$ cat src/core/eal_regs.vh
// Constants of the EEPROM autoload and SMBus select block.
// Included by the core design files; holds definitions only.
// Functional notes
// RULE_01: Both straps low enable EEPROM master.
// RULE_02: Master drives SCL, data line both ways.
// RULE_03: Upper low, lower high selects SMBus slave.
// RULE_04: SMBus clock input, data open-drain only.
// RULE_05: Slave address 110 plus GPIO pins.
// RULE_06: Continue only on signature word 1516h.
// RULE_07: Byte 02h bits 4-1 choose stop.
// RULE_08: Byte 03h bit 0 locks ISA enable.
// RULE_09: Bytes 09h-0Bh load class code.
// RULE_10: Bytes 0Dh-0Eh load prefetch control.
// RULE_11: Byte 1Bh loads uncorrectable error mask.
// RULE_12: Bytes 22h-25h load clock control.
// RULE_13: Read ascending, store each byte first.
// RULE_14: Unloaded fields keep their reset defaults.
`ifndef EAL_REGS_VH
`define EAL_REGS_VH
`define EAL_CLK_NS 10
`define EAL_SCL_QTR_NS 2500
`define EAL_SCL_QTR_CYC ((`EAL_SCL_QTR_NS + `EAL_CLK_NS - 1) / `EAL_CLK_NS)
`define EAL_CMD_START 2'h0
`define EAL_CMD_STOP 2'h1
`define EAL_CMD_WRITE 2'h2
`define EAL_CMD_READ 2'h3
`define EAL_EE_DEV_WR 8'ha0
`define EAL_EE_DEV_RD 8'ha1
`define EAL_EE_FIRST 8'h00
`define EAL_SIG_WORD 16'h1516
`define EAL_EE_SIG_HI 8'h01
`define EAL_EE_REGION 8'h02
`define EAL_EE_MISC 8'h03
`define EAL_EE_CLASS0 8'h09
`define EAL_EE_CLASS1 8'h0a
`define EAL_EE_CLASS2 8'h0b
`define EAL_EE_PREF0 8'h0d
`define EAL_EE_PREF1 8'h0e
`define EAL_EE_ERRMASK 8'h1b
`define EAL_EE_CLK0 8'h22
`define EAL_EE_CLK1 8'h23
`define EAL_EE_CLK2 8'h24
`define EAL_EE_CLK3 8'h25
`define EAL_REGION_G1 4'h0
`define EAL_REGION_G2 4'h1
`define EAL_REGION_G3 4'h3
`define EAL_REGION_G4 4'h7
`define EAL_STOP_G1 8'h0b
`define EAL_STOP_G2 8'h67
`define EAL_STOP_G3 8'haf
`define EAL_STOP_G4 8'hd7
`define EAL_SMB_ADDR_HI 3'h6
`define EAL_RST_CLASS 24'h000000
`define EAL_RST_PREF 16'h0000
`define EAL_RST_ERRMASK 8'h00
`define EAL_RST_CLKCTL 32'h00000000
`define EAL_OFF_CTRL 8'h00
`define EAL_OFF_STATUS 8'h04
`define EAL_OFF_CLASS 8'h08
`define EAL_OFF_PREF 8'h0c
`define EAL_OFF_ERRMASK 8'h10
`define EAL_OFF_CLKCTL 8'h14
`define EAL_OFF_SMBADDR 8'h18
`define EAL_CTRL_START 0
`define EAL_ST_BUSY 0
`define EAL_ST_DONE 1
`define EAL_ST_SIGOK 2
`define EAL_ST_SIGFAIL 3
`define EAL_ST_NACK 4
`define EAL_ST_EEMODE 5
`define EAL_ST_SMBMODE 6
`define EAL_ST_ISARO 7
`endif

$ cat src/core/eal_autoload.v
// EEPROM autoload engine and strap-selected SMBus slave with an APB register port.
// Assumes synchronous pin inputs, a pull-up on the shared data line, and straps
// that are stable on the first clock edge after reset is released.
`timescale 1ns/1ns
`include "eal_regs.vh"
module eal_autoload #(parameter QTR_CYC = `EAL_SCL_QTR_CYC) (
	input wire CORE_CLK,
	input wire RESET_N,
	input wire MODE_STRAP_HIGH,
	input wire MODE_STRAP_LOW,
	input wire [3:0] GPIO,
	input wire TRANSPARENT_MODE,
	input wire MGMT_CLK_I,
	output wire MGMT_CLK_O,
	output wire MGMT_CLK_OE,
	input wire EEPROM_DATA_LINE_I,
	output wire EEPROM_DATA_LINE_O,
	output wire EEPROM_DATA_LINE_OE,
	input wire PSEL,
	input wire PENABLE,
	input wire PWRITE,
	input wire [7:0] PADDR,
	input wire [31:0] PWDATA,
	output reg [31:0] PRDATA,
	output wire PREADY,
	output reg PSLVERR,
	output reg [23:0] CFG_CLASS_CODE,
	output reg [15:0] CFG_PREFETCH_CTRL,
	output reg [7:0] CFG_UNCORR_ERR_MASK,
	output reg [31:0] CFG_CLK_CTRL,
	output reg CFG_ISA_EN_RO,
	output wire LOAD_BUSY,
	output wire LOAD_DONE
);
	localparam [3:0] L_IDLE = 4'h0;
	localparam [3:0] L_START = 4'h1;
	localparam [3:0] L_DEVW = 4'h2;
	localparam [3:0] L_ADDR = 4'h3;
	localparam [3:0] L_RSTART = 4'h4;
	localparam [3:0] L_DEVR = 4'h5;
	localparam [3:0] L_READ = 4'h6;
	localparam [3:0] L_FLUSH = 4'h7;
	localparam [3:0] L_STOP = 4'h8;
	localparam [1:0] S_IDLE = 2'h0;
	localparam [1:0] S_ADDR = 2'h1;
	localparam [1:0] S_WRX = 2'h2;
	localparam [1:0] S_RD = 2'h3;

	reg strap_cap_r;
	reg mode_high_r;
	reg mode_low_r;
	reg [3:0] gpio_r;
	reg [3:0] ld_st_r;
	reg wait_r;
	reg [7:0] idx_r;
	reg [7:0] stop_r;
	reg [7:0] sig_lo_r;
	reg misc_r;
	reg auto_pend_r;
	reg done_r;
	reg sig_ok_r;
	reg sig_fail_r;
	reg nack_r;
	reg [1:0] cmd_c;
	reg [7:0] wbyte_c;
	reg ack_c;
	reg [1:0] smb_st_r;
	reg [3:0] bcnt_r;
	reg [7:0] sh_r;
	reg sda_low_r;
	reg rw_r;
	reg mack_r;
	reg scl_q_r;
	reg sda_q_r;
	reg [31:0] rdata_c;
	reg hit_c;
	wire bdone;
	wire [7:0] brd;
	wire back;
	wire bscl;
	wire bsda;
	wire bsda_oe;

	wire ee_mode = strap_cap_r & ~mode_high_r & ~mode_low_r; // RULE_01
	wire smb_mode = strap_cap_r & ~mode_high_r & mode_low_r; // RULE_03
	wire [6:0] smb_addr = {`EAL_SMB_ADDR_HI, gpio_r}; // RULE_05
	wire busy = (ld_st_r != L_IDLE);
	wire cmd_valid = busy && !wait_r;
	wire apb_setup = PSEL & ~PENABLE;
	wire apb_wr = PSEL & PENABLE & PWRITE;
	wire sw_start = apb_wr && (PADDR == `EAL_OFF_CTRL) && PWDATA[`EAL_CTRL_START];
	wire go = ee_mode && !busy && (auto_pend_r || sw_start);
	wire [7:0] status = {CFG_ISA_EN_RO, smb_mode, ee_mode, nack_r, sig_fail_r, sig_ok_r,
		done_r, busy};

	assign LOAD_BUSY = busy;
	assign LOAD_DONE = done_r;
	assign PREADY = 1'b1;

	// Shared pins: pushed clock and two-way data as master, open-drain data as slave.
	assign MGMT_CLK_O = bscl; // RULE_02
	assign MGMT_CLK_OE = ee_mode; // RULE_04
	assign EEPROM_DATA_LINE_O = ee_mode ? bsda : 1'b0; // RULE_04
	assign EEPROM_DATA_LINE_OE = ee_mode ? bsda_oe : (smb_mode & sda_low_r); // RULE_02

	// Straps are caught on the first edge after reset release.
	always @(posedge CORE_CLK or negedge RESET_N) begin
		if (!RESET_N) begin
			strap_cap_r <= 1'b0;
			mode_high_r <= 1'b1;
			mode_low_r <= 1'b0;
			gpio_r <= 4'h0;
		end else if (!strap_cap_r) begin
			strap_cap_r <= 1'b1;
			mode_high_r <= MODE_STRAP_HIGH;
			mode_low_r <= MODE_STRAP_LOW;
			gpio_r <= GPIO;
		end
	end

	function [7:0] stop_of;
		input [3:0] code;
		begin
			case (code)
			`EAL_REGION_G1: stop_of = `EAL_STOP_G1;
			`EAL_REGION_G2: stop_of = `EAL_STOP_G2;
			`EAL_REGION_G3: stop_of = `EAL_STOP_G3;
			`EAL_REGION_G4: stop_of = `EAL_STOP_G4;
			default: stop_of = `EAL_STOP_G1;
			endcase
		end
	endfunction

	// Command chosen by the sequencer state.
	always @* begin
		cmd_c = `EAL_CMD_START;
		wbyte_c = 8'h00;
		ack_c = 1'b0;
		case (ld_st_r)
		L_DEVW: begin
			cmd_c = `EAL_CMD_WRITE;
			wbyte_c = `EAL_EE_DEV_WR;
		end
		L_ADDR: begin
			cmd_c = `EAL_CMD_WRITE;
			wbyte_c = `EAL_EE_FIRST; // RULE_13
		end
		L_DEVR: begin
			cmd_c = `EAL_CMD_WRITE;
			wbyte_c = `EAL_EE_DEV_RD;
		end
		L_READ: begin
			cmd_c = `EAL_CMD_READ;
			ack_c = (idx_r != stop_r);
		end
		L_FLUSH: cmd_c = `EAL_CMD_READ;
		L_STOP: cmd_c = `EAL_CMD_STOP;
		default: cmd_c = `EAL_CMD_START;
		endcase
	end

	eal_i2c_byte #(.QTR_CYC(QTR_CYC)) u_byte (
		.clk(CORE_CLK),
		.rst_n(RESET_N),
		.cmd_valid(cmd_valid),
		.cmd(cmd_c),
		.wr_byte(wbyte_c),
		.ack_send(ack_c),
		.sda_in(EEPROM_DATA_LINE_I),
		.done(bdone),
		.rd_byte(brd),
		.ack_rcvd(back),
		.scl_out(bscl),
		.sda_out(bsda),
		.sda_oe(bsda_oe)
	);

	// Autoload sequencer and configuration field loading.
	always @(posedge CORE_CLK or negedge RESET_N) begin
		if (!RESET_N) begin
			ld_st_r <= L_IDLE;
			wait_r <= 1'b0;
			idx_r <= 8'h00;
			stop_r <= `EAL_STOP_G1;
			sig_lo_r <= 8'h00;
			misc_r <= 1'b0;
			auto_pend_r <= 1'b1;
			done_r <= 1'b0;
			sig_ok_r <= 1'b0;
			sig_fail_r <= 1'b0;
			nack_r <= 1'b0;
			CFG_CLASS_CODE <= `EAL_RST_CLASS; // RULE_14
			CFG_PREFETCH_CTRL <= `EAL_RST_PREF; // RULE_14
			CFG_UNCORR_ERR_MASK <= `EAL_RST_ERRMASK; // RULE_14
			CFG_CLK_CTRL <= `EAL_RST_CLKCTL; // RULE_14
			CFG_ISA_EN_RO <= 1'b0;
		end else begin
			CFG_ISA_EN_RO <= misc_r & TRANSPARENT_MODE; // RULE_08
			if (strap_cap_r)
				auto_pend_r <= 1'b0;
			if (go) begin
				ld_st_r <= L_START;
				idx_r <= `EAL_EE_FIRST; // RULE_13
				stop_r <= `EAL_STOP_G1;
				done_r <= 1'b0;
				sig_ok_r <= 1'b0;
				sig_fail_r <= 1'b0;
				nack_r <= 1'b0;
			end else if (cmd_valid) begin
				wait_r <= 1'b1;
			end else if (busy && bdone) begin
				wait_r <= 1'b0;
				case (ld_st_r)
				L_START: ld_st_r <= L_DEVW;
				L_RSTART: ld_st_r <= L_DEVR;
				L_DEVW, L_ADDR, L_DEVR: begin
					if (back) begin
						nack_r <= 1'b1;
						ld_st_r <= L_STOP;
					end else if (ld_st_r == L_DEVW) begin
						ld_st_r <= L_ADDR;
					end else if (ld_st_r == L_ADDR) begin
						ld_st_r <= L_RSTART;
					end else begin
						ld_st_r <= L_READ;
					end
				end
				L_READ: begin
					idx_r <= idx_r + 8'h01; // RULE_13
					case (idx_r)
					`EAL_EE_FIRST: sig_lo_r <= brd;
					`EAL_EE_REGION: stop_r <= stop_of(brd[4:1]); // RULE_07
					`EAL_EE_MISC: misc_r <= brd[0]; // RULE_08
					`EAL_EE_CLASS0: CFG_CLASS_CODE[7:0] <= brd; // RULE_09
					`EAL_EE_CLASS1: CFG_CLASS_CODE[15:8] <= brd; // RULE_09
					`EAL_EE_CLASS2: CFG_CLASS_CODE[23:16] <= brd; // RULE_09
					`EAL_EE_PREF0: CFG_PREFETCH_CTRL[7:0] <= brd; // RULE_10
					`EAL_EE_PREF1: CFG_PREFETCH_CTRL[15:8] <= brd; // RULE_10
					`EAL_EE_ERRMASK: CFG_UNCORR_ERR_MASK <= brd; // RULE_11
					`EAL_EE_CLK0: CFG_CLK_CTRL[7:0] <= brd; // RULE_12
					`EAL_EE_CLK1: CFG_CLK_CTRL[15:8] <= brd; // RULE_12
					`EAL_EE_CLK2: CFG_CLK_CTRL[23:16] <= brd; // RULE_12
					`EAL_EE_CLK3: CFG_CLK_CTRL[31:24] <= brd; // RULE_12
					default: sig_lo_r <= sig_lo_r;
					endcase
					if (idx_r == stop_r) begin
						ld_st_r <= L_STOP; // RULE_07
					end else if (idx_r == `EAL_EE_SIG_HI) begin
						if ({brd, sig_lo_r} == `EAL_SIG_WORD) begin
							sig_ok_r <= 1'b1;
						end else begin
							sig_fail_r <= 1'b1; // RULE_06
							ld_st_r <= L_FLUSH; // RULE_06
						end
					end
				end
				L_FLUSH: ld_st_r <= L_STOP;
				L_STOP: begin
					ld_st_r <= L_IDLE;
					done_r <= 1'b1;
				end
				default: ld_st_r <= L_IDLE;
				endcase
			end
		end
	end

	// SMBus slave: acknowledges its strapped address, accepts writes, returns status.
	wire scl_rise = MGMT_CLK_I & ~scl_q_r;
	wire scl_fall = ~MGMT_CLK_I & scl_q_r;
	wire smb_start = MGMT_CLK_I & scl_q_r & sda_q_r & ~EEPROM_DATA_LINE_I;
	wire smb_stop = MGMT_CLK_I & scl_q_r & ~sda_q_r & EEPROM_DATA_LINE_I;

	always @(posedge CORE_CLK or negedge RESET_N) begin
		if (!RESET_N) begin
			scl_q_r <= 1'b1;
			sda_q_r <= 1'b1;
			smb_st_r <= S_IDLE;
			bcnt_r <= 4'h0;
			sh_r <= 8'h00;
			sda_low_r <= 1'b0;
			rw_r <= 1'b0;
			mack_r <= 1'b1;
		end else begin
			scl_q_r <= MGMT_CLK_I; // RULE_04
			sda_q_r <= EEPROM_DATA_LINE_I;
			if (!smb_mode || smb_stop) begin
				smb_st_r <= S_IDLE;
				sda_low_r <= 1'b0;
			end else if (smb_start) begin
				smb_st_r <= S_ADDR;
				bcnt_r <= 4'h0;
				sda_low_r <= 1'b0;
			end else if (smb_st_r != S_IDLE && scl_rise) begin
				bcnt_r <= bcnt_r + 4'h1;
				if (smb_st_r != S_RD && bcnt_r < 4'h8)
					sh_r <= {sh_r[6:0], EEPROM_DATA_LINE_I};
				if (smb_st_r == S_RD && bcnt_r == 4'h8)
					mack_r <= EEPROM_DATA_LINE_I;
			end else if (smb_st_r != S_IDLE && scl_fall) begin
				if (bcnt_r == 4'h8) begin
					if (smb_st_r == S_ADDR && sh_r[7:1] != smb_addr) begin
						smb_st_r <= S_IDLE; // RULE_05
						sda_low_r <= 1'b0;
					end else begin
						sda_low_r <= (smb_st_r != S_RD); // RULE_05
						if (smb_st_r == S_ADDR)
							rw_r <= sh_r[0];
					end
				end else if (bcnt_r == 4'h9) begin
					bcnt_r <= 4'h0;
					if ((smb_st_r == S_ADDR && rw_r) || (smb_st_r == S_RD && !mack_r)) begin
						smb_st_r <= S_RD;
						sh_r <= status;
						sda_low_r <= ~status[7];
					end else if (smb_st_r == S_RD) begin
						smb_st_r <= S_IDLE;
						sda_low_r <= 1'b0;
					end else begin
						smb_st_r <= S_WRX;
						sda_low_r <= 1'b0;
					end
				end else if (smb_st_r == S_RD) begin
					sda_low_r <= ~sh_r[6];
					sh_r <= {sh_r[6:0], 1'b1};
				end
			end
		end
	end

	// APB read decode.
	always @* begin
		hit_c = 1'b1;
		rdata_c = 32'h00000000;
		case (PADDR)
		`EAL_OFF_CTRL: rdata_c = 32'h00000000;
		`EAL_OFF_STATUS: rdata_c = {24'h000000, status};
		`EAL_OFF_CLASS: rdata_c = {8'h00, CFG_CLASS_CODE};
		`EAL_OFF_PREF: rdata_c = {16'h0000, CFG_PREFETCH_CTRL};
		`EAL_OFF_ERRMASK: rdata_c = {24'h000000, CFG_UNCORR_ERR_MASK};
		`EAL_OFF_CLKCTL: rdata_c = CFG_CLK_CTRL;
		`EAL_OFF_SMBADDR: rdata_c = {24'h000000, smb_addr, 1'b0};
		default: hit_c = 1'b0;
		endcase
	end

	// Read data and error are captured in the setup cycle; the access phase never waits.
	always @(posedge CORE_CLK or negedge RESET_N) begin
		if (!RESET_N) begin
			PRDATA <= 32'h00000000;
			PSLVERR <= 1'b0;
		end else if (apb_setup) begin
			PRDATA <= PWRITE ? 32'h00000000 : rdata_c;
			PSLVERR <= ~hit_c;
		end
	end
endmodule

$ cat src/core/eal_i2c_byte.v
// I2C master byte engine: start, stop, byte write and byte read.
// Assumes a pulled-up data line and a memory that does not stretch the clock.
`timescale 1ns/1ns
`include "eal_regs.vh"
module eal_i2c_byte #(
	parameter QTR_CYC = `EAL_SCL_QTR_CYC
) (
	input wire clk,
	input wire rst_n,
	input wire cmd_valid,
	input wire [1:0] cmd,
	input wire [7:0] wr_byte,
	input wire ack_send,
	input wire sda_in,
	output reg done,
	output reg [7:0] rd_byte,
	output reg ack_rcvd,
	output reg scl_out,
	output reg sda_out,
	output reg sda_oe
);
	localparam [31:0] QTR_LAST = QTR_CYC - 1;
	reg busy_r;
	reg [1:0] cmd_r;
	reg [7:0] qcnt_r;
	reg [1:0] qtr_r;
	reg [3:0] bit_r;
	reg [8:0] tx_r;
	reg [8:0] rx_r;
	wire qtr_end = busy_r && (qcnt_r == QTR_LAST[7:0]);
	wire slot_last = (cmd_r == `EAL_CMD_WRITE || cmd_r == `EAL_CMD_READ) ? (bit_r == 4'h8) : 1'b1;

	// Pin levels {scl, sda, oe} for one quarter of a bit slot.
	function [2:0] pins;
		input [1:0] c;
		input [1:0] q;
		input b;
		input rel;
		begin
			case (c)
			`EAL_CMD_START: pins = {q[0] ^ q[1], ~q[1], 1'b1};
			`EAL_CMD_STOP: pins = {q != 2'h0, q[1], 1'b1};
			default: pins = {q[0] ^ q[1], b, ~rel};
			endcase
		end
	endfunction

	function rel_of;
		input [1:0] c;
		input [3:0] n;
		begin
			rel_of = (c == `EAL_CMD_WRITE) ? (n == 4'h8) : ((c == `EAL_CMD_READ) && (n != 4'h8));
		end
	endfunction

	always @(posedge clk or negedge rst_n) begin
		if (!rst_n) begin
			busy_r <= 1'b0;
			cmd_r <= `EAL_CMD_STOP;
			qcnt_r <= 8'h00;
			qtr_r <= 2'h0;
			bit_r <= 4'h0;
			tx_r <= 9'h1ff;
			rx_r <= 9'h000;
			done <= 1'b0;
			rd_byte <= 8'h00;
			ack_rcvd <= 1'b0;
			scl_out <= 1'b1;
			sda_out <= 1'b1;
			sda_oe <= 1'b0;
		end else begin
			done <= 1'b0;
			if (!busy_r && cmd_valid) begin
				busy_r <= 1'b1;
				cmd_r <= cmd;
				qcnt_r <= 8'h00;
				qtr_r <= 2'h0;
				bit_r <= 4'h0;
				tx_r <= (cmd == `EAL_CMD_READ) ? {8'hff, ~ack_send} : {wr_byte, 1'b1};
				{scl_out, sda_out, sda_oe} <= pins(cmd, 2'h0,
					(cmd == `EAL_CMD_READ) ? 1'b1 : wr_byte[7], rel_of(cmd, 4'h0)); // RULE_02
			end else if (busy_r) begin
				qcnt_r <= qtr_end ? 8'h00 : qcnt_r + 8'h01;
				if (qtr_end && qtr_r == 2'h1)
					rx_r <= {rx_r[7:0], sda_in};
				if (qtr_end && qtr_r != 2'h3) begin
					qtr_r <= qtr_r + 2'h1;
					{scl_out, sda_out, sda_oe} <= pins(cmd_r, qtr_r + 2'h1, tx_r[8],
						rel_of(cmd_r, bit_r));
				end else if (qtr_end && !slot_last) begin
					qtr_r <= 2'h0;
					bit_r <= bit_r + 4'h1;
					tx_r <= {tx_r[7:0], 1'b1};
					{scl_out, sda_out, sda_oe} <= pins(cmd_r, 2'h0, tx_r[7],
						rel_of(cmd_r, bit_r + 4'h1));
				end else if (qtr_end) begin
					busy_r <= 1'b0;
					done <= 1'b1;
					rd_byte <= rx_r[8:1];
					ack_rcvd <= rx_r[0];
					if (cmd_r == `EAL_CMD_STOP)
						sda_oe <= 1'b0;
				end
			end
		end
	end
endmodule

$ cat config.mk
export PLATFORM = sky130hd
export DESIGN_NAME = eal_autoload
export DESIGN_NICKNAME = d
export VERILOG_FILES = /design/src/core/eal_autoload.v /design/src/core/eal_i2c_byte.v
export VERILOG_INCLUDE_DIRS = /design/src /design/src/core
export SDC_FILE = /design/constraint.sdc
export NUM_CORES = 1
export LEC_CHECK = 0
export BUFFER_PORTS_ARGS = -buffer_cell sky130_fd_sc_hd__clkbuf_2
export CORE_UTILIZATION = 30
export CTS_CLUSTER_SIZE = 30
export DETAILED_ROUTE_END_ITERATION = 10
export HOLD_SLACK_MARGIN = 0.08
export SLEW_MARGIN = 0
export SYNTH_ARGS = -nofsm -noshare
export SYNTH_HDL_FRONTEND = slang
export SYNTH_HIERARCHICAL = 1
export SYNTH_SLANG_ARGS = --single-unit
$ cat constraint.sdc
create_clock -name CORE_CLK -period 1.9 [get_ports CORE_CLK]
set_clock_uncertainty 0.05 [all_clocks]
set_input_delay 0.38 -clock CORE_CLK [delete_from_list [all_inputs] [get_ports CORE_CLK]]
set_output_delay 0.38 -clock CORE_CLK [all_outputs]
set_load 0.02 [all_outputs]
# ---- After elaboration in Yosys (flattened, before gate mapping)
# Index checks and enable logic that the tools add are counted.
dict set report op_classes {
  n_mux 131
  eq_ne 64
  n_bitwise 40
  n_shift 0
  mul 0
  n_reduce_logical 92
  div 0
  order_cmp 1
  n_addsub 5
}
# cell n
set op_table {}
lappend op_table {{case mux 32 bit (6 select lines)} 1}
lappend op_table {{two-way mux 8 bit} 19}
lappend op_table {{two-way mux 1 bit} 67}
lappend op_table {{AND reduction 5 bit} 13}
lappend op_table {{two-way mux 4 bit} 16}
lappend op_table {{equality test 8 x 4 -> 1 bit, second input constant} 7}
lappend op_table {{two-way mux 9 bit} 5}
lappend op_table {{equality test 8 x 5 -> 1 bit, second input constant} 4}
lappend op_table {{equality test 8 x 6 -> 1 bit, second input constant} 4}
lappend op_table {{two-way mux 32 bit} 1}
lappend op_table {{two-way mux 2 bit} 14}
lappend op_table {{nonzero test 2 bit} 14}
lappend op_table {{NOT 1 bit} 24}
lappend op_table {{case mux 8 bit (3 select lines)} 1}
lappend op_table {{AND reduction 4 bit} 6}
lappend op_table {{equality test 4 x 3 -> 1 bit, second input constant} 5}
lappend op_table {{equality test 4 bit, second input constant} 5}
lappend op_table {{logical AND 1 bit} 20}
lappend op_table {{case mux 4 bit (5 select lines)} 1}
lappend op_table {{AND reduction 3 bit} 6}
lappend op_table {{adder 8 x 1 -> 8 bit, second input constant} 2}
lappend op_table {{equality test 16 x 13 -> 1 bit, second input constant} 1}
lappend op_table {{equality test 8 x 2 -> 1 bit, second input constant} 2}
lappend op_table {{logical NOT 8 bit} 2}
lappend op_table {{38 further kinds} 93}
dict set report word_totals {
  n_memories 0
  mem_bits_rw 0
  word_cells 382
  out_inout_bits 121
  rom_bits 0
  inputBits 54
  latchBits 0
  regBits 223
}

# ---- Longest topological paths before layout
# Gate-level depths: netlist of run 1.
dict set report logic_depth {
  ltp_word 10
  mapped_depth 9
  mapped_depth_nobuf 7
}

# ---- Hierarchy
# The synthesis of run 1 kept the hierarchy.
# mod instances seq_area_each_um2 cells_each area_per_inst_um2
set by_module_without_submodules {}
lappend by_module_without_submodules {eal_autoload 1 4336.7 720 8262.9}
lappend by_module_without_submodules {eal_i2c_byte 1 1216.2 223 2466.1}

# ---- Worst setup path before layout of run 1
# Ideal clock, no wire load.
dict set report synth_path {
  path_kind {flip-flop to flip-flop}
  start {reg bcnt_r[1]}
  end {reg sh_r[0]}
  required_ns 1.725
  setup_slack_ns -0.110
  path_buffers 0
  setup_time_ns 0.125
  stages_incl_launch_ff 8
  arrival_ns 1.835
  path_cell_list {dfrtp_1 > inv_1 > ha_1 > and3b_1 > o31ai_4 > o211ai_2 > a221oi_4 > mux2_2}
}
dict set report synth_between {
  elab_chain_cells 5
  word_cells_on_any_way 13
  cone_classes {order compare: 1; eq/ne: 5; mux: 4; reduce/logical: 3}
}
# element line_no
set synth_rtl {}
lappend synth_rtl {{start: declaration} eal_autoload.v:68} ;# reg [3:0] bcnt_r;
lappend synth_rtl {{start signal: assignment} eal_autoload.v:295} ;# bcnt_r <= bcnt_r + 4'h1;
lappend synth_rtl {{parallel branches: the longest is 5 deep, another holds < comparator 4 bit} --}
lappend synth_rtl {{end signal: assignment} eal_autoload.v:297} ;# sh_r <= {sh_r[6:0], EEPROM_DATA_LINE_I};
lappend synth_rtl {{end signal: assignment} eal_autoload.v:314} ;# sh_r <= status;
lappend synth_rtl {{end signal: assignment} eal_autoload.v:325} ;# sh_r <= {sh_r[6:0], 1'b1};
lappend synth_rtl {{end: declaration} eal_autoload.v:69} ;# reg [7:0] sh_r;
# Parallel ways; which one is timed is not known. The select of a mux whose other input is x is not followed.
# A chain may end at the register's enable or synchronous reset.

# ---- Worst setup path after layout of run 1
dict set report layout_path {
  start {reg ld_st_r[2]}
  end {out LOAD_BUSY}
}
dict set report layout_between {
  elab_chain_cells 1
}
# element line_no
set layout_rtl {}
lappend layout_rtl {{start: declaration} eal_autoload.v:53} ;# reg [3:0] ld_st_r;
lappend layout_rtl {{start signal: assignment} eal_autoload.v:181} ;# ld_st_r <= L_IDLE;
lappend layout_rtl {{start signal: assignment} eal_autoload.v:202} ;# ld_st_r <= L_START;
lappend layout_rtl {{start signal: assignment} eal_autoload.v:214} ;# L_START: ld_st_r <= L_DEVW;
lappend layout_rtl {{nonzero test 4 bit} eal_autoload.v:87} ;# wire busy = (ld_st_r != L_IDLE);
lappend layout_rtl {{end: declaration} eal_autoload.v:32} ;# output wire LOAD_BUSY,
# No other way between the ends.

==> impl_metrics.ini, run 1 <==
[sta]
min_period_ns = 2.159
max_freq_mhz = 463.2
finalSetupTns_ns = -8.354
worst_slew_pin_slew_ns = 0.5438
slew_violations = 0
fin_crit_sh_pct = 113.6
layout_setup_ws_ns = -0.2588
setup_viol = 90
slew_headroom_pct = 63.75
hold_violations = 0
rsz0062_at_grt = yes

[detailed_routing]
ant_nets = 0
drt_iter0_drc = 471
wire_per_inst_um = 17.74
vias = 8608
drc = 0
drt_pass1_iterations = 7
wl_um = 30610
avgViaCountPerCell = 4.990

[power_and_ir_drop]
powerDensity_nw_per_um2 = 729.6
internal_power_mw = 8.849
swShare_pct = 21.59
combinationalPowerShare_pct = 5.2
power_mw = 11.28
p_clk_share_pct = 52.3
p_leak_nw = 7.093
seqPwrFrac_pct = 42.5
p_sw_mw = 2.436
max-vdd-ir-drop_uv = 619.6

[hold_path]
whs_endpoint = PRDATA[7]
worstHoldPathCells = 5
min_from = PWRITE
hold_path.class = in2reg

[grt]
grt_max_degree = 51
antenna_found_initial = 0
grt_use_total_pct = 16.08
grt_pass1_vias = 8542
grt_pass1_wl_um = 46860
met1_usage_pct = 21.54
grtUsageMet2_pct = 26.95
met3_usage_pct = 2.662
overflow = 0
top_usage_layer = met2

[critical_path]
cp.required_ns = 1.47
reg2reg_setup_slack_ns = -0.18
reg2reg_from = ld_st_r[0]
critPathCaptureType = output pin
cp.arrival_ns = 1.73
crit_path_start_kind = register
ff2ff_path_depth = 7
critPathKind = reg2out
r2r_end = ld_st_r[3]
path_max_fanout = 4

[final_layout]
fin_nets = 1318
diodes = 0
fill_cells = 3175
final_area_um2 = 15470
drive_gt1_share_pct = 48.03
areaGrowthSynthToFinish_pct = 44.15

[synthesis]
synth-main-ff-cell = dfrtp_1
seq_area_frac_synth_pct = 51.76
synth_largest_area_cell = dfrtp_1
synth-edff-count = 0
syn_area_um2 = 10730
netlist_top_cells_count = 203 x dfrtp_1, 124 x mux2_2, 68 x nand2_1
syn_area_per_cell_um2 = 11.38
synth_top_area_share_pct = 47.35
ys_seq_elements = 221
ys_types = 77
synth_most_common_cell = dfrtp_1
synthAdderAreaFrac_pct = 1.633
yosysWarnings = 6
synth_xor_area_share_pct = 1.469
synthTopCellsByArea = dfrtp_1 47%, mux2_2 13%, dfstp_2 4.4%
synth_top_family_by_area = multiplexers
synth-compound-area-share_pct = 12.33
syn-instance-count = 943
synthSimpleGateAreaFrac_pct = 13.80
async_flop_share_pct = 100.0
muxShareOfSynthArea_pct = 15.81

[die]
die_h_um = 191.1
core_area_um2 = 34880
start_util_pct = 30.76
pin_count = 175
die_w_um = 191.1
die_area_um2 = 36520
row_count = 68

[placed_design]
placed_area_um2 = 13010
dp_slack_ns = -0.1731
dp_hpwl_um = 21020
gp_congestion = 0.8302
port_buffers = 142

[cts]
cts_buffer_depth = 3
clock_sinks = 221
clk_pin_slew_ns = 0.06
root_buffer = clkbuf_16
htreeDepth = 1
clkLatencyLatePin_ns = 0.54
cts_tree = done
cts_buffers = 26

[outcome]
violations = negative setup slack
status = finished with violations

[job]
cap_viol_max_count = 0
-- sequential cells by signal, indices dropped and copies added (netlist names), 4 cells and up --
signal and count:
CFG_CLK_CTRL 32, idx_r 8, CFG_CLASS_CODE 24, gpio_r 4
CFG_UNCORR_ERR_MASK 8, CFG_PREFETCH_CTRL 16, u_byte/rx_r 9, u_byte/bit_r 4
stop_r 6, bcnt_r 4, PRDATA 32, u_byte/qcnt_r 8
ld_st_r 4, u_byte/rd_byte 8, sig_lo_r 8, sh_r 8
u_byte/tx_r 9
-- per-stage QoR --
step                utilization (%)  cells  hold slack, ns
finish                        44.34   1725          0.2681
global route                  44.34   1725          0.2817
CTS                           41.83   1703          0.2538
detailed placement            37.30   1628          0.2759
global placement              37.30   1628          0.2687
floorplan                         -    948         0.03441
-- per-layer routing --
layer | wire, um | vias up
met1 | 13850 | 4286
li1 | - | 4021
met2 | 14440 | 257
met5 | 0 | -
met4 | 636 | 0
met3 | 1679 | 44
-- kinds of logic after synthesis --
kind of cell / after synthesis
simple gates: 269
other cells: 2
fa+ha+maj: 14
flops: 221
mux: 150
compound gates: 191
xor+xnor: 18
buf+inv: 78
-- power by group through the flow --
stage,Clock [mW],Sequential (mW),Combinational (mW)
after floorplan,0,4.87,0.218
after global placement,0,4.87,0.504
after detailed placement,0,4.87,0.514
after CTS,6.03,4.79,0.562
after global routing,6.23,4.80,0.649
final,5.90,4.80,0.587
-- placed cells by master, fill, tap and decap left out, types with 18 or more instances in the layout --
| cell type | n |
|---|---|
| dfrtp_1 | 199 |
| clkbuf_2 | 137 |
| buf_4 | 127 |
| mux2_4 | 107 |
| nand2_1 | 63 |
| o21ai_0 | 44 |
| nor2_1 | 41 |
| a21oi_1 | 28 |
| clkbuf_16 | 28 |
| mux2_2 | 25 |
| inv_1 | 24 |
| a22o_1 | 23 |
| buf_12 | 20 |
| nand3_1 | 19 |
| dfstp_2 | 18 |
-- worst max-delay path by stage --
stage | startpoint | endpoint
after floorplan | bcnt_r[1] | sh_r[0]
final | ld_st_r[2] | LOAD_BUSY
after global routing | ld_st_r[2] | LOAD_BUSY
after CTS | ld_st_r[0] | LOAD_BUSY
after detailed placement | MGMT_CLK_I | sh_r[1]
after global placement | MGMT_CLK_I | sh_r[5]
-- critical path: stages, from the launching register on --
cell     delay (ns)
dfrtp_2        0.44
nor4_4         0.31
buf_4          0.17
inv_4          0.03
buf_6          0.12
buf_8          0.12
-- repair_timing --
action                                  in CTS  in global routing
gates resized for setup                     73                167
hold buffers                                10                  0
pin swaps                                   18                 32
gates cloned                                 1                  2
setup buffers                               16                 22
endpoints found under the setup margin     104                146
hold endpoints to repair                    79                  0
-- cell type report --
type                       count  area, um2  share of cell area [%]
clock buffer                  30      685.7                   4.433
multi-input combinational    650       5678                   36.71
inverter                      30      128.9                  0.8333
clock inverter                18      345.3                   2.233
tap                          455      569.3                   3.681
sequential                   221       5558                   35.94
timing repair buffer         321       2501                   16.17
Power figures use the tool's default switching activity.
==> run 2: changes to the inputs <==
Settings changed: CORE_ASPECT_RATIO set to 1.4, CTS_BUF_LIST set to sky130_fd_sc_hd__clkbuf_16.
==> impl_metrics.ini, run 2 (synthesis results as in run 1) <==
[detailed_routing]
vias = 8541
drc = 0
wl_um = 30470
wire_per_inst_um = 17.81
ant_nets = 0
drt_iter0_drc = 592
drt_pass1_iterations = 4
avgViaCountPerCell = 4.992

[power_and_ir_drop]
p_leak_nw = 6.831
seqPwrFrac_pct = 49.9
swShare_pct = 23.54
combinationalPowerShare_pct = 5.9
p_sw_mw = 2.262
internal_power_mw = 7.348
powerDensity_nw_per_um2 = 648.3
p_clk_share_pct = 44.1
max-vdd-ir-drop_uv = 534.5

[placed_design]
port_buffers = 142
placed_area_um2 = 13060
dp.cells = 1634
gp_congestion = 0.8615
dp_slack_ns = -0.1306
dp_hpwl_um = 21410

[critical_path]
critPathCaptureType = output pin
critPathKind = reg2out
cp.required_ns = 1.47
ff2ff_path_depth = 7
crit_path_start_kind = register
cp.arrival_ns = 1.80
path_max_fanout = 4

[final_layout]
diodes = 0
layout_commonest_cell = dfrtp_1
seq_area_um2 = 5555
fill_cells = 3321
largest_registers = CFG_CLK_CTRL (32), PRDATA (32), CFG_CLASS_CODE (24)
multi_input_area_um2 = 5509
drive_gt1_share_pct = 46.06
final_cell_mix = 201 x dfrtp_1, 137 x clkbuf_2, 124 x buf_4
areaGrowthSynthToFinish_pct = 38.16
post-route-util_pct = 42.27
final_area_um2 = 14820
fin_nets = 1307
layout.cells.non_filler = 1711

[cts]
clkLatencyLatePin_ns = 0.53
cts_tree = done
clk_pin_slew_ns = 0.06
cts_buffer_depth = 3
clock_sinks = 221
htreeDepth = 1
root_buffer = clkbuf_16
cts_buffers = 23

[grt]
grt_pass1_wl_um = 47090
antenna_found_initial = 0
grt_pass1_vias = 8577
grt_use_total_pct = 16.28
grt_max_degree = 60
overflow = 0

[sta]
min_period_ns = 2.225
rsz0062_at_grt = yes
hold_violations = 0
layout_setup_ws_ns = -0.3252
setup_viol = 48
fin_crit_sh_pct = 117.1
slew_violations = 0
timing.hold.ws_ns = 0.2841
max_freq_mhz = 449.4

[die]
die_w_um = 161.8
core_area_um2 = 35070
die_h_um = 225.8
row_count = 81
die_area_um2 = 36530
pin_count = 175
start_util_pct = 30.60

[outcome]
status = finished with violations
violations = negative setup slack

[hold_path]
hold_path.class = in2async

[job]
cap_viol_max_count = 0
run 2: what timing repair did:
item,4_1_cts,5_1_grt
resized for setup,57,132
pin swaps,14,30
buffers inserted,14,13
hold endpoints to repair,164,0
hold buffers,10,0
cloned,0,1
setup endpoints to repair,91,140
run 2: stage by stage:
step	TNS, ns	total power, mW
CTS	-2.537	9.712
detailed placement	-3.071	5.404
global route	-7.279	9.969
finish	-2.470	9.610
floorplan	-1.191	5.087
global placement	-1.871	5.393
run 2: worst max-delay path: stages (launching register included):
cell and delay, ns:
dfstp_2 0.55, and3b_2 0.23, buf_6 0.13, a22o_4 0.22
buf_8 0.13
run 2: final timing paths:
| check | slack (ns) | from | end |
|---|---|---|---|
| setup / recovery | -0.33 | mode_high_r | EEPROM_DATA_LINE_OE |
| hold / removal | 0.28 | RESET_N | PRDATA[6] |
| setup reg to reg | -0.09 | ld_st_r[2] | ld_st_r[2] |
| hold reg to reg | 0.42 | u_byte/tx_r[2] | u_byte/tx_r[2] |
| max in group asynchronous | 0.85 | RESET_N | idx_r[2] |
| min in group CORE_CLK | 0.28 | PWRITE | PRDATA[7] |
run 2: final cells by class:
class                      count  share of cell area, %
inverter                      30                 0.8272
clock buffer                  23                  3.883
sequential                   221                  37.48
timing repair buffer         313                  16.04
clock inverter                18                 0.7597
tap                          456                  3.849
multi-input combinational    650                  37.17
run 2: layer usage:
| metal | share of wire (%) | track usage (%) |
|---|---|---|
| met2 | 52 | 29.74 |
| met4 | 3.8 | 7.395 |
| met1 | 40 | 18.81 |
| met5 | 0 | 0 |
| met3 | 3.6 | 2.002 |
run 2: power by group through the flow:
stage	clock network [mW]	registers, mW	logic (mW)
floorplan	0	4.87	0.218
global placement	0	4.88	0.516
detailed placement	0	4.88	0.526
CTS	4.35	4.79	0.569
global route	4.54	4.80	0.631
finish	4.24	4.80	0.571
